$ cat config.mk
export PLATFORM = sky130hd
export DESIGN_NAME = apms_top
export DESIGN_NICKNAME = d
export VERILOG_FILES = /design/src/rtl/apms_pkg.sv /design/src/rtl/apms_top.sv
export VERILOG_INCLUDE_DIRS = /design/src /design/src/rtl
export SDC_FILE = /design/constraint.sdc
export NUM_CORES = 1
export LEC_CHECK = 0
export BUFFER_PORTS_ARGS = -buffer_cell sky130_fd_sc_hd__buf_2
export CAP_MARGIN = 10
export CORE_ASPECT_RATIO = 2
export CORE_MARGIN = 1
export CORE_UTILIZATION = 50
export DETAILED_ROUTE_END_ITERATION = 10
export PLACE_DENSITY = 0.73
export SETUP_SLACK_MARGIN = 0.15
export SYNTH_ARGS = -nofsm -noshare
export SYNTH_HDL_FRONTEND = slang
export SYNTH_SLANG_ARGS = --single-unit
$ cat constraint.sdc
create_clock -name mclk -period 4.91 [get_ports mclk]
set_input_delay 0.7365 -clock mclk [delete_from_list [all_inputs] [get_ports mclk]]
set_output_delay 0.7365 -clock mclk [all_outputs]
set_load 0.1 [all_outputs]
$ cat src/rtl/apms_consts.svh
// Constants of the converter power-mode sequencer: offsets, fields, resets, counts.
// Assumes inclusion by bare name from the package and the top module.
`ifndef APMS_CONSTS_SVH
`define APMS_CONSTS_SVH

// Byte addresses of the register words
`define APMS_ADDR_SHARED0   32'h0000_0000
`define APMS_ADDR_SHARED1   32'h0000_0004
`define APMS_ADDR_RES_HIGH  32'h0000_0008
`define APMS_ADDR_RES_LOW   32'h0000_000c
`define APMS_ADDR_WDT_CTRL  32'h0000_0010
`define APMS_ADDR_IRQ_STAT  32'h0000_0014
`define APMS_ADDR_IRQ_MASK  32'h0000_0018

// Main control field positions
`define APMS_CM_ON          0
`define APMS_CM_GO          1
`define APMS_CM_CHAN_LSB    2
`define APMS_CM_VREF_LSB    6
// Timing field positions
`define APMS_TC_CLK_LSB     0
`define APMS_TC_ACQ_LSB     3
`define APMS_TC_CAL         6
`define APMS_TC_JUST        7
// Shared select position in the watchdog control word
`define APMS_WDT_SHR        4
// Status and mask bits
`define APMS_IRQ_DONE       0
`define APMS_IRQ_CAL        1

// Reset values
`define APMS_RST_BYTE       8'h00
`define APMS_RST_OFFSET     10'h000
// Implemented bits of the pin configuration words
`define APMS_PIN_LOW_MASK   8'h9f
`define APMS_PIN_HIGH_MASK  8'hfc

// Timing counts
`define APMS_CONV_TADS      5'd11
`define APMS_HOLD_TADS      5'd2
`define APMS_INSTR_CYCLES   3'd4
// AXI responses
`define APMS_RESP_OKAY      2'b00
`define APMS_RESP_SLVERR    2'b10

`endif

$ cat src/rtl/apms_pkg.sv
// Types of the converter power-mode sequencer.
// Assumes the constants header is on the include path.
`include "apms_consts.svh"

package apms_pkg;

  // Sequencer states
  typedef enum logic [2:0] {
    ST_IDLE,
    ST_DEFER,
    ST_ACQ,
    ST_CONV,
    ST_HOLD
  } apms_state_e;

endpackage

$ cat src/rtl/apms_top.sv
// Converter power-mode sequencer with AXI4-Lite register access.
// Assumes mclk is the sequencer's own clock, kept running in Sleep; rcTick is a
// one-cycle pulse per RC oscillator period, synchronous to mclk.
`timescale 1ns/1ps
`include "apms_consts.svh"

module apms_top
  import apms_pkg::*;
(
  // Clock, reset, enable
  input  wire logic        mclk,
  input  wire logic        rst_b,
  input  wire logic        ce,
  // AXI4-Lite write address
  input  wire logic        awvalid,
  output logic             awready,
  input  wire logic [31:0] awaddr,
  // AXI4-Lite write data
  input  wire logic        wvalid,
  output logic             wready,
  input  wire logic [31:0] wdata,
  input  wire logic [3:0]  wstrb,
  // AXI4-Lite write response
  output logic             bvalid,
  input  wire logic        bready,
  output logic [1:0]       bresp,
  // AXI4-Lite read address
  input  wire logic        arvalid,
  output logic             arready,
  input  wire logic [31:0] araddr,
  // AXI4-Lite read data
  output logic             rvalid,
  input  wire logic        rready,
  output logic [31:0]      rdata,
  output logic [1:0]       rresp,
  // Power state, clock source and trigger
  input  wire logic        cpuSleep,
  input  wire logic        rcTick,
  input  wire logic        specialTrig,
  // Analog front end
  input  wire logic [9:0]  convCode,
  output logic             sampleOn,
  output logic             dummySel,
  // Interrupt
  output logic             irq
);

  // Register state
  logic [1:0]  vrefCfg;     // Reference selection
  logic [3:0]  chanSel;     // Input channel
  logic        goBit;       // Go flag
  logic        convOn;      // Converter enable
  logic        justify;     // Result justification
  logic        calEn;       // Offset calibration enable
  logic [2:0]  acqSel;      // Acquisition time selection
  logic [2:0]  clkSel;      // Conversion clock selection
  logic [7:0]  pinLow;      // Analog pin configuration, low
  logic [7:0]  pinHigh;     // Analog pin configuration, high
  logic [7:0]  resHigh;     // Result high byte
  logic [7:0]  resLow;      // Result low byte
  logic        shrSel;      // Shared register select
  logic [1:0]  irqStat;     // Sticky events
  logic [1:0]  irqMask;     // Event mask
  logic [9:0]  offsetVal;   // Stored offset correction
  logic        calRun;      // Current conversion is a calibration
  // Sequencer state
  apms_state_e st;
  logic [4:0]  tadCnt;      // Bit periods counted in a state
  logic [2:0]  defCnt;      // Deferral cycles
  logic [5:0]  divCnt;      // Oscillator divider
  // AXI holding state
  logic        awHeld;
  logic        wHeld;
  logic [31:0] wAddr;
  logic [7:0]  wByte;
  logic        wLane0;

  // Bit period in oscillator cycles, 0 when RC is selected
  function automatic logic [6:0] tadDiv(input logic [2:0] sel);
    case (sel)
      3'b000:  tadDiv = 7'h02;
      3'b100:  tadDiv = 7'h04;
      3'b001:  tadDiv = 7'h08;
      3'b101:  tadDiv = 7'h10;
      3'b010:  tadDiv = 7'h20;
      3'b110:  tadDiv = 7'h40;
      default: tadDiv = 7'h00;
    endcase
  endfunction

  // Acquisition length in bit periods
  function automatic logic [4:0] acqTads(input logic [2:0] sel);
    case (sel)
      3'b001:  acqTads = 5'h02;
      3'b010:  acqTads = 5'h04;
      3'b011:  acqTads = 5'h06;
      3'b100:  acqTads = 5'h08;
      3'b101:  acqTads = 5'h0c;
      3'b110:  acqTads = 5'h10;
      3'b111:  acqTads = 5'h14;
      default: acqTads = 5'h00;
    endcase
  endfunction

  // True when an address reaches a legacy or a configuration word
  function automatic logic isShared(input logic [31:0] addr, input logic [31:0] base);
    isShared = (addr == base);
  endfunction

  // Mapped address check
  function automatic logic isMapped(input logic [31:0] addr);
    isMapped = (addr[31:5] == 27'h0) && (addr[1:0] == 2'b00) && (addr[4:2] != 3'd7);
  endfunction

  // Conversion clock tick
  logic       rcSel;
  logic       tadTick;
  logic [6:0] divNow;
  assign divNow = tadDiv(clkSel);
  assign rcSel  = (divNow == 7'h00);
  // RC clock keeps going in Sleep
  assign tadTick = rcSel ? rcTick : (!cpuSleep && ({1'b0, divCnt} == divNow - 7'h01));

  // Oscillator divider, halted while the oscillator sleeps
  always_ff @(posedge mclk or negedge rst_b) begin
    if (!rst_b) begin
      divCnt <= 6'h00;
    end else if (ce && !rcSel && !cpuSleep) begin
      divCnt <= tadTick ? 6'h00 : divCnt + 6'h01;
    end
  end

  // Write decode
  logic wrFire;
  logic wrMain;
  logic wrTiming;
  assign wrFire   = ce && awHeld && wHeld && !bvalid;
  // legacy words only when select is zero
  assign wrMain   = wrFire && wLane0 && isShared(wAddr, `APMS_ADDR_SHARED0) && !shrSel;
  assign wrTiming = wrFire && wLane0 && isShared(wAddr, `APMS_ADDR_SHARED1) && !shrSel;

  // Completion and abort
  logic convDone;
  logic abortNow;
  assign convDone = ce && (st == ST_CONV) && goBit && tadTick &&
                    (tadCnt == `APMS_CONV_TADS - 5'd1);
  assign abortNow = ce && !goBit && ((st == ST_DEFER) || (st == ST_ACQ) || (st == ST_CONV));

  // AXI write channel handshakes
  always_ff @(posedge mclk or negedge rst_b) begin
    if (!rst_b) begin
      awHeld  <= 1'b0;
      wHeld   <= 1'b0;
      awready <= 1'b1;
      wready  <= 1'b1;
      bvalid  <= 1'b0;
      bresp   <= `APMS_RESP_OKAY;
      wAddr   <= 32'h0;
      wByte   <= 8'h00;
      wLane0  <= 1'b0;
    end else if (ce) begin
      if (awvalid && awready) begin
        awHeld  <= 1'b1;
        awready <= 1'b0;
        wAddr   <= awaddr;
      end
      if (wvalid && wready) begin
        wHeld  <= 1'b1;
        wready <= 1'b0;
        wByte  <= wdata[7:0];
        wLane0 <= wstrb[0];
      end
      if (wrFire) begin
        // Write performed; answer once both halves are in
        awHeld <= 1'b0;
        wHeld  <= 1'b0;
        bvalid <= 1'b1;
        bresp  <= isMapped(wAddr) ? `APMS_RESP_OKAY : `APMS_RESP_SLVERR;
      end else if (bvalid && bready) begin
        bvalid  <= 1'b0;
        awready <= 1'b1;
        wready  <= 1'b1;
      end
    end
  end

  // Main control fields and go flag
  always_ff @(posedge mclk or negedge rst_b) begin
    if (!rst_b) begin
      vrefCfg <= 2'b00;
      chanSel <= 4'h0;
      goBit   <= 1'b0;
      convOn  <= 1'b0;
    end else if (ce) begin
      if (wrMain) begin
        vrefCfg <= wByte[`APMS_CM_VREF_LSB +: 2];
        chanSel <= wByte[`APMS_CM_CHAN_LSB +: 4];
        convOn  <= wByte[`APMS_CM_ON];
      end
      // Go ignored if set in the write that enables the converter
      if (wrMain && !(wByte[`APMS_CM_GO] && wByte[`APMS_CM_ON])) begin
        goBit <= 1'b0;
      end else if ((wrMain && convOn) || (specialTrig && convOn)) begin
        goBit <= 1'b1;
      end else if (convDone) begin
        goBit <= 1'b0;
      end
    end
  end

  // Timing fields and shared words
  always_ff @(posedge mclk or negedge rst_b) begin
    if (!rst_b) begin
      justify <= 1'b0;
      calEn   <= 1'b0;
      acqSel  <= 3'b000;
      clkSel  <= 3'b000;
      pinLow  <= `APMS_RST_BYTE;
      pinHigh <= `APMS_RST_BYTE;
      shrSel  <= 1'b0;
      irqMask <= 2'b00;
    end else if (ce && wrFire && wLane0) begin
      if (wrTiming) begin
        justify <= wByte[`APMS_TC_JUST];
        calEn   <= wByte[`APMS_TC_CAL];
        acqSel  <= wByte[`APMS_TC_ACQ_LSB +: 3];
        clkSel  <= wByte[`APMS_TC_CLK_LSB +: 3];
      end
      // configuration words only when select is one
      if (shrSel && isShared(wAddr, `APMS_ADDR_SHARED0)) begin
        pinLow <= wByte & `APMS_PIN_LOW_MASK;
      end
      if (shrSel && isShared(wAddr, `APMS_ADDR_SHARED1)) begin
        pinHigh <= wByte & `APMS_PIN_HIGH_MASK;
      end
      if (wAddr == `APMS_ADDR_WDT_CTRL) begin
        shrSel <= wByte[`APMS_WDT_SHR];
      end
      if (wAddr == `APMS_ADDR_IRQ_MASK) begin
        irqMask <= wByte[1:0];
      end
    end
  end

  // Corrected code, floored at zero
  logic [9:0] corrCode;
  assign corrCode = (convCode >= offsetVal) ? (convCode - offsetVal) : 10'h000;

  // Result words and offset store
  always_ff @(posedge mclk or negedge rst_b) begin
    if (!rst_b) begin
      resHigh   <= `APMS_RST_BYTE;
      resLow    <= `APMS_RST_BYTE;
      offsetVal <= `APMS_RST_OFFSET;
    end else if (ce) begin
      if (convDone && calRun) begin
        offsetVal <= convCode;
      end else if (convDone) begin
        resHigh <= justify ? {6'h00, corrCode[9:8]} : corrCode[9:2];
        resLow  <= justify ? corrCode[7:0] : {corrCode[1:0], 6'h00};
      end else if (wrFire && wLane0) begin
        if (wAddr == `APMS_ADDR_RES_HIGH) begin
          resHigh <= wByte;
        end
        if (wAddr == `APMS_ADDR_RES_LOW) begin
          resLow <= wByte;
        end
      end
    end
  end

  // Sticky events, set beats write-one-to-clear
  logic [1:0] evSet;
  logic [1:0] evClr;
  assign evSet = {convDone && calRun, convDone};
  assign evClr = (wrFire && wLane0 && wAddr == `APMS_ADDR_IRQ_STAT) ? wByte[1:0] : 2'b00;
  always_ff @(posedge mclk or negedge rst_b) begin
    if (!rst_b) begin
      irqStat <= 2'b00;
      irq     <= 1'b0;
    end else if (ce) begin
      irqStat <= (irqStat & ~evClr) | evSet;
      irq     <= |(irqStat & irqMask);
    end
  end

  // Sequencer
  always_ff @(posedge mclk or negedge rst_b) begin
    if (!rst_b) begin
      st     <= ST_IDLE;
      tadCnt <= 5'h00;
      defCnt <= 3'h0;
      calRun <= 1'b0;
    end else if (ce) begin
      case (st)
        ST_IDLE: begin
          tadCnt <= 5'h00;
          defCnt <= 3'h0;
          if (goBit) begin
            calRun <= calEn;
            st <= (acqSel == 3'b000) ? ST_DEFER : ST_ACQ;
          end
        end
        ST_DEFER: begin
          if (abortNow) begin
            st <= ST_HOLD;
          end else if (defCnt == `APMS_INSTR_CYCLES - 3'd1) begin
            st <= ST_CONV;
          end else begin
            defCnt <= defCnt + 3'h1;
          end
        end
        ST_ACQ: begin
          if (abortNow) begin
            st     <= ST_HOLD;
            tadCnt <= 5'h00;
          end else if (tadTick && tadCnt == acqTads(acqSel) - 5'd1) begin
            st     <= ST_CONV;
            tadCnt <= 5'h00;
          end else if (tadTick) begin
            tadCnt <= tadCnt + 5'h01;
          end
        end
        ST_CONV: begin
          // Idle mode has no effect here
          if (abortNow || convDone) begin
            st     <= ST_HOLD;
            tadCnt <= 5'h00;
          end else if (tadTick) begin
            tadCnt <= tadCnt + 5'h01;
          end
        end
        ST_HOLD: begin
          if (tadTick && tadCnt == `APMS_HOLD_TADS - 5'd1) begin
            st     <= ST_IDLE;
            tadCnt <= 5'h00;
            calRun <= 1'b0;
          end else if (tadTick) begin
            tadCnt <= tadCnt + 5'h01;
          end
        end
        default: begin
          st <= ST_IDLE;
        end
      endcase
    end
  end

  // Front-end controls
  always_ff @(posedge mclk or negedge rst_b) begin
    if (!rst_b) begin
      sampleOn <= 1'b0;
      dummySel <= 1'b0;
    end else if (ce) begin
      sampleOn <= convOn && ((st == ST_IDLE) || (st == ST_ACQ) || (st == ST_DEFER));
      dummySel <= calRun && (st != ST_IDLE);
    end
  end

  // Read data with shared-address selection
  logic [7:0] mainRd;
  logic [7:0] timingRd;
  logic [7:0] rdByte;
  assign mainRd   = {vrefCfg, chanSel, goBit, convOn};
  assign timingRd = {justify, calEn, acqSel, clkSel};
  always_comb begin
    rdByte = 8'h00;
    case (araddr)
      `APMS_ADDR_SHARED0:  rdByte = shrSel ? pinLow : mainRd;
      `APMS_ADDR_SHARED1:  rdByte = shrSel ? pinHigh : timingRd;
      `APMS_ADDR_RES_HIGH: rdByte = resHigh;
      `APMS_ADDR_RES_LOW:  rdByte = resLow;
      `APMS_ADDR_WDT_CTRL: rdByte = {3'b000, shrSel, 4'h0};
      `APMS_ADDR_IRQ_STAT: rdByte = {6'h00, irqStat};
      `APMS_ADDR_IRQ_MASK: rdByte = {6'h00, irqMask};
      default:             rdByte = 8'h00;
    endcase
  end

  // AXI read channel
  always_ff @(posedge mclk or negedge rst_b) begin
    if (!rst_b) begin
      arready <= 1'b1;
      rvalid  <= 1'b0;
      rdata   <= 32'h0;
      rresp   <= `APMS_RESP_OKAY;
    end else if (ce) begin
      if (arvalid && arready) begin
        arready <= 1'b0;
        rvalid  <= 1'b1;
        rdata   <= {24'h0, rdByte};
        rresp   <= isMapped(araddr) ? `APMS_RESP_OKAY : `APMS_RESP_SLVERR;
      end else if (rvalid && rready) begin
        rvalid  <= 1'b0;
        arready <= 1'b1;
      end
    end
  end

  // Checks
  a_done_sets_flag: assert property (@(posedge mclk) disable iff (!rst_b)
    convDone && !(wrMain && wByte[`APMS_CM_GO]) |=> irqStat[0] && !goBit && st == ST_HOLD)
    else $error("completion did not set flag and clear go");
  a_zero_acq_defers: assert property (@(posedge mclk) disable iff (!rst_b || !ce)
    st == ST_IDLE && goBit && acqSel == 3'b000 |=> st == ST_DEFER [*4] ##1 st != ST_DEFER)
    else $error("deferral not one instruction long");
  a_conv_eleven_tads: assert property (@(posedge mclk) disable iff (!rst_b)
    ce && st == ST_CONV && goBit && tadTick |=>
    st == (($past(tadCnt) == 5'd10) ? ST_HOLD : ST_CONV))
    else $error("conversion length wrong");
  a_legacy_read_map: assert property (@(posedge mclk) disable iff (!rst_b)
    ce && arvalid && arready && araddr == `APMS_ADDR_SHARED0 && !shrSel
    |=> rdata[7:0] == $past(mainRd))
    else $error("legacy word not visible");
  a_config_read_map: assert property (@(posedge mclk) disable iff (!rst_b)
    ce && arvalid && arready && araddr == `APMS_ADDR_SHARED1 && shrSel
    |=> rdata[7:0] == $past(pinHigh))
    else $error("configuration word not visible");
  a_cal_keeps_result: assert property (@(posedge mclk) disable iff (!rst_b)
    convDone && calRun |=> $stable(resHigh) && $stable(resLow) && offsetVal == $past(convCode))
    else $error("calibration touched result");
  a_cal_no_channel: assert property (@(posedge mclk) disable iff (!rst_b)
    ce && st == ST_CONV && calRun |=> dummySel)
    else $error("channel sampled in calibration");
  a_sleep_rc_advance: assert property (@(posedge mclk) disable iff (!rst_b)
    ce && cpuSleep && rcSel && rcTick && st == ST_CONV && goBit |=> tadCnt != $past(tadCnt))
    else $error("sequencer stalled in sleep");
  a_cal_go_clears: assert property (@(posedge mclk) disable iff (!rst_b)
    convDone && calRun && !wrMain && !specialTrig |=> !goBit ##1 irqStat[1])
    else $error("calibration poll never ends");
  a_irq_level: assert property (@(posedge mclk) disable iff (!rst_b)
    ce |=> irq == |($past(irqStat) & $past(irqMask)))
    else $error("interrupt level wrong");
  a_wr_resp_once: assert property (@(posedge mclk) disable iff (!rst_b)
    wrFire |=> bvalid && !awready && !wready)
    else $error("write answer missing");

endmodule

==> results list <==
* Horizontal die dimension: 89.1 um
- Count of different cell masters after synthesis: 74
- Drt drc: 0
- Maximum fanout along the worst path: 19
- Of the post-synthesis cell area, the dominant cell type holds 44.6%.
- Tcrit/Tclk final: 81.2%
- Sorting the synthesized cells by how often they occur yields dfrtp_1, mux2_2, nand2_1.
- Routed via count divided by cell count: 5.67
- Sequential power share: 42.4%
- Avg WL per Cell: 16.8 um
* I/O pin count: 165
- Summing all non-filler instances in the final layout gives an area of 0.00880 sq mm.
* Post-synthesis sequential area ratio: 45.6%
* Total number of clock tree sinks: 138
- After detailed placement, the design holds a cell count of 1,011.
- Yosys mapped a number of flops with a built-in enable equal to 0.
* Total global routing overflow: 0
- Data on the critical path is required at its endpoint by 5240 ps.
- Post-synthesis register bit count: 138
* Core ar.: 0.0148 sq mm
- Yosys instantiated no cell more often than dfrtp_1.
- The min-delay analysis places its worst path in the category in -> async.
* Total track usage: 23.8%
- Final setup margin: 922 ps
- In this run the clock root is driven by a clkbuf_16.
- Drt first-iter violations: 326
- Mean instance size in the synthesized netlist: 10.4 sq um
- Pre-CTS WS: 1050 ps
- Traced cell by cell, the critical path runs through or3_1 > ha_1 > nor3b_1 > o31a_1 > o2111ai_2 > a211o_1 > mux2i_2 > buf_4 > nor2_1 > a21oi_1.
* Netlist area before placement: 0.00758 sq mm
* Total routed wirelength: 17,500 um
* Setup TNS after final layout: 0 ps
* Antenna diode count: 0
- Ranking of synthesized cells by area: dfrtp_1, mux2_2, ha_1
- Input and output buffers added on the ports amount to 111.
* VDD IR-drop max: 329 uV
- Pin count of the biggest net entering global routing: 104
- Number of H-tree levels: 4
- The clock period could shrink to 3990 ps.
* Die ar.: 0.0157 sq mm
* Hold_buf cts: 0
* Number of synthesis warnings: 0
- Sum of net half-perimeters after detailed placement: 13,000 um
- Of the total power, the share spent switching nets is 36.5%.
* Buffer count from post-CTS setup fixing: 0
* Layout cell share with drive strength beyond 1: 28.1%
- The number of gates resized after CTS was 0.
* TritonRoute pass-1 iters: 5
* Final Hold Vio Count: 0
- The largest total area in the synthesized netlist belongs to dfrtp_1.
* Top FF cell, synth: dfrtp_1
* Slowest cell on the critical path: a211o_1
- In this run the deepest clock path goes through 2 buffers.
- Compared with the post-synthesis result, the final layout area differs by 16.1%.
- In this run the tightest slew margin relative to its limit is 35.0%.
- Part of the power in the clock network: 33.7%
- Clk slew on worst S/H paths: 70 ps
- Outcome: finished, final reports clean
* Switching pwr: 1.39 mW
- Row generation in the floorplan step produced 63 rows.
- Sort of element at the start of the critical path: flip-flop
- Category of the worst setup path capture point: flip-flop
- Max stage delay on crit path: 660 ps
- Of the total power, combinational logic draws 23.9%.
- Cell internal power was estimated by the tool at 2.43 mW.
- At the pin with the least slew margin, the transition time is 975 ps.
- Cts bufs inserted: 17
- Count of endpoints failing setup in the final report: 0
- In this run the static leakage power is 4.15 nW.
- Die boundary height: 176 um
* Arrival @ worst endpoint: 4320 ps
- Once placement finished, the instance area stood at 0.00819 sq mm.
* Count of nets after finishing: 976
- Leaving out filler cells and counting taps, the final layout contains 1,043.
- Total power divided by cell area: 434 mW/mm^2
* First-pass GRT wire length: 28,400 um
- For this configuration, the core starts out at a cell density of 51.1%.
- The count of final max-slew check failures is 0.
- Share of async-settable or async-resettable flops after synthesis: 100%
- Via count of the first global-routing pass: 5,894
* Antenna violations before repair: 0
- The worst setup path is of the reg -> reg kind.
- TritonCTS built the clock tree.
- Via count of the routed design: 5,917
* Post-synthesis instance total: 732
- In this run the remaining antenna-violating nets after routing total 0.
- The tool flagged a number of max-cap violations equal to 0.
- Routability-driven placement finished with a final weighted congestion of 0.849.
* Peak clock frequency supported by timing: 251 MHz
* Post-Route Skew: 12.4 ps
* Unrepaired setup endpoints after global routing: false
- Clock network latency to the later pin of the worst-skew pair: 430 ps
-- flip-flops by register name, summed over array words and instances (netlist names), 2 cells and up --
register	cells
acqSel	3
divCnt	6
tadCnt	5
resLow	8
rdata	8
pinLow	6
irqStat	2
wByte	8
vrefCfg	2
pinHigh	6
offsetVal	10
st	3
chanSel	4
irqMask	2
resHigh	8
defCnt	3
wAddr	32
clkSel	3
-- cell families (layout without fill, tap and decap cells) --
logic type / count (synthesis) / after routing / synth area share, %
other: 1 / 26 / 0.0495
buffers and inverters: 84 / 175 / 5.68
XOR/XNOR: 13 / 13 / 1.50
AO/OA/AOI/OAI: 157 / 157 / 13.8
flip-flops: 138 / 138 / 45.6
adder cells (fa/ha/maj): 20 / 20 / 3.40
multiplexers: 96 / 96 / 15.0
AND/OR/NAND/NOR: 223 / 223 / 15.0
-- metal layers --
layer  vias up  global-route usage [%]  routed length (um)
met3        50                    4.91                 521
li1       2824                       -                   -
met4         0                    12.1                 699
met2       132                    43.5                9940
met5         -                       0                   0
met1      2911                    25.0                6310
-- cell usage in the layout (no fill, tap or decap), drive strengths merged, types with 5 or more instances in the layout --
master,instances
xnor2,7
o21ai,35
nor2,44
nand2b,11
clkbuf,17
buf,116
nand2,61
a21o,5
clkinv,7
a31oi,6
nor3,9
a22o,6
mux2i,11
ha,19
nand4,8
nor2b,9
a22oi,6
and3,12
mux2,82
and2,12
inv,35
nor4,15
conb,26
nand3,24
a211o,5
xor2,6
dfrtp,135
a21oi,44
-- metrics by stage --
stage / utilization, % / power (mW) / hold WS (ps)
global route: 59.4 / 4.01 / 509
finish: 59.4 / 3.82 / 386
detailed placement: 55.3 / 2.56 / 467
CTS: 59.4 / 3.85 / 481
global placement: 55.3 / 2.53 / 460
floorplan: - / 2.31 / 441
-- power by group through the flow --
| stage | logic [mW] | clock network (mW) | registers (mW) |
|---|---|---|---|
| after floorplan | 0.639 | 0 | 1.67 |
| after global placement | 0.898 | 0 | 1.63 |
| after detailed placement | 0.917 | 0 | 1.64 |
| after CTS | 0.923 | 1.31 | 1.62 |
| after global routing | 1.00 | 1.35 | 1.66 |
| final | 0.915 | 1.29 | 1.62 |
-- path summary, 6_finish.rpt --
path / start / end / slack (ps) / cells after the start
max: clkSel[0]$_DFFE_PN0P_ / resHigh[6]$_DFFE_PN0P_ / 920 / 10
max reg2reg: clkSel[0]$_DFFE_PN0P_ / resHigh[6]$_DFFE_PN0P_ / 920 / 10
min reg2reg: rdata[1]$_DFFE_PN0P_ / rdata[1]$_DFFE_PN0P_ / 480 / 2
min in group mclk: rdata[1]$_DFFE_PN0P_ / rdata[1]$_DFFE_PN0P_ / 480 / 2
min: rst_b / divCnt[2]$_DFFE_PN0P_ / 390 / 1
max in group asynchronous: rst_b / irqStat[0]$_DFFE_PN0P_ / 3400 / 2
-- worst max-delay path: cells and delay by family (launching register included) --
kind	cells	cell delay, ps
buffers and inverters	1	250
multiplexers	1	650
AND/OR/NAND/NOR	3	680
adder cells (fa/ha/maj)	1	280
flip-flops	1	510
AO/OA/AOI/OAI	4	1510
-- cell type report --
| type | count | area [sq um] |
|---|---|---|
| Inverter | 27 | 101 |
| Sequential cell | 138 | 3460 |
| Tap cell | 195 | 244 |
| Clock buffer | 17 | 425 |
| Timing Repair Buffer | 116 | 599 |
| Multi-Input combinational cell | 535 | 3790 |
| Fill cell | 1338 | 6020 |
| Clock inverter | 15 | 189 |
(Power assumes the default switching activity.)
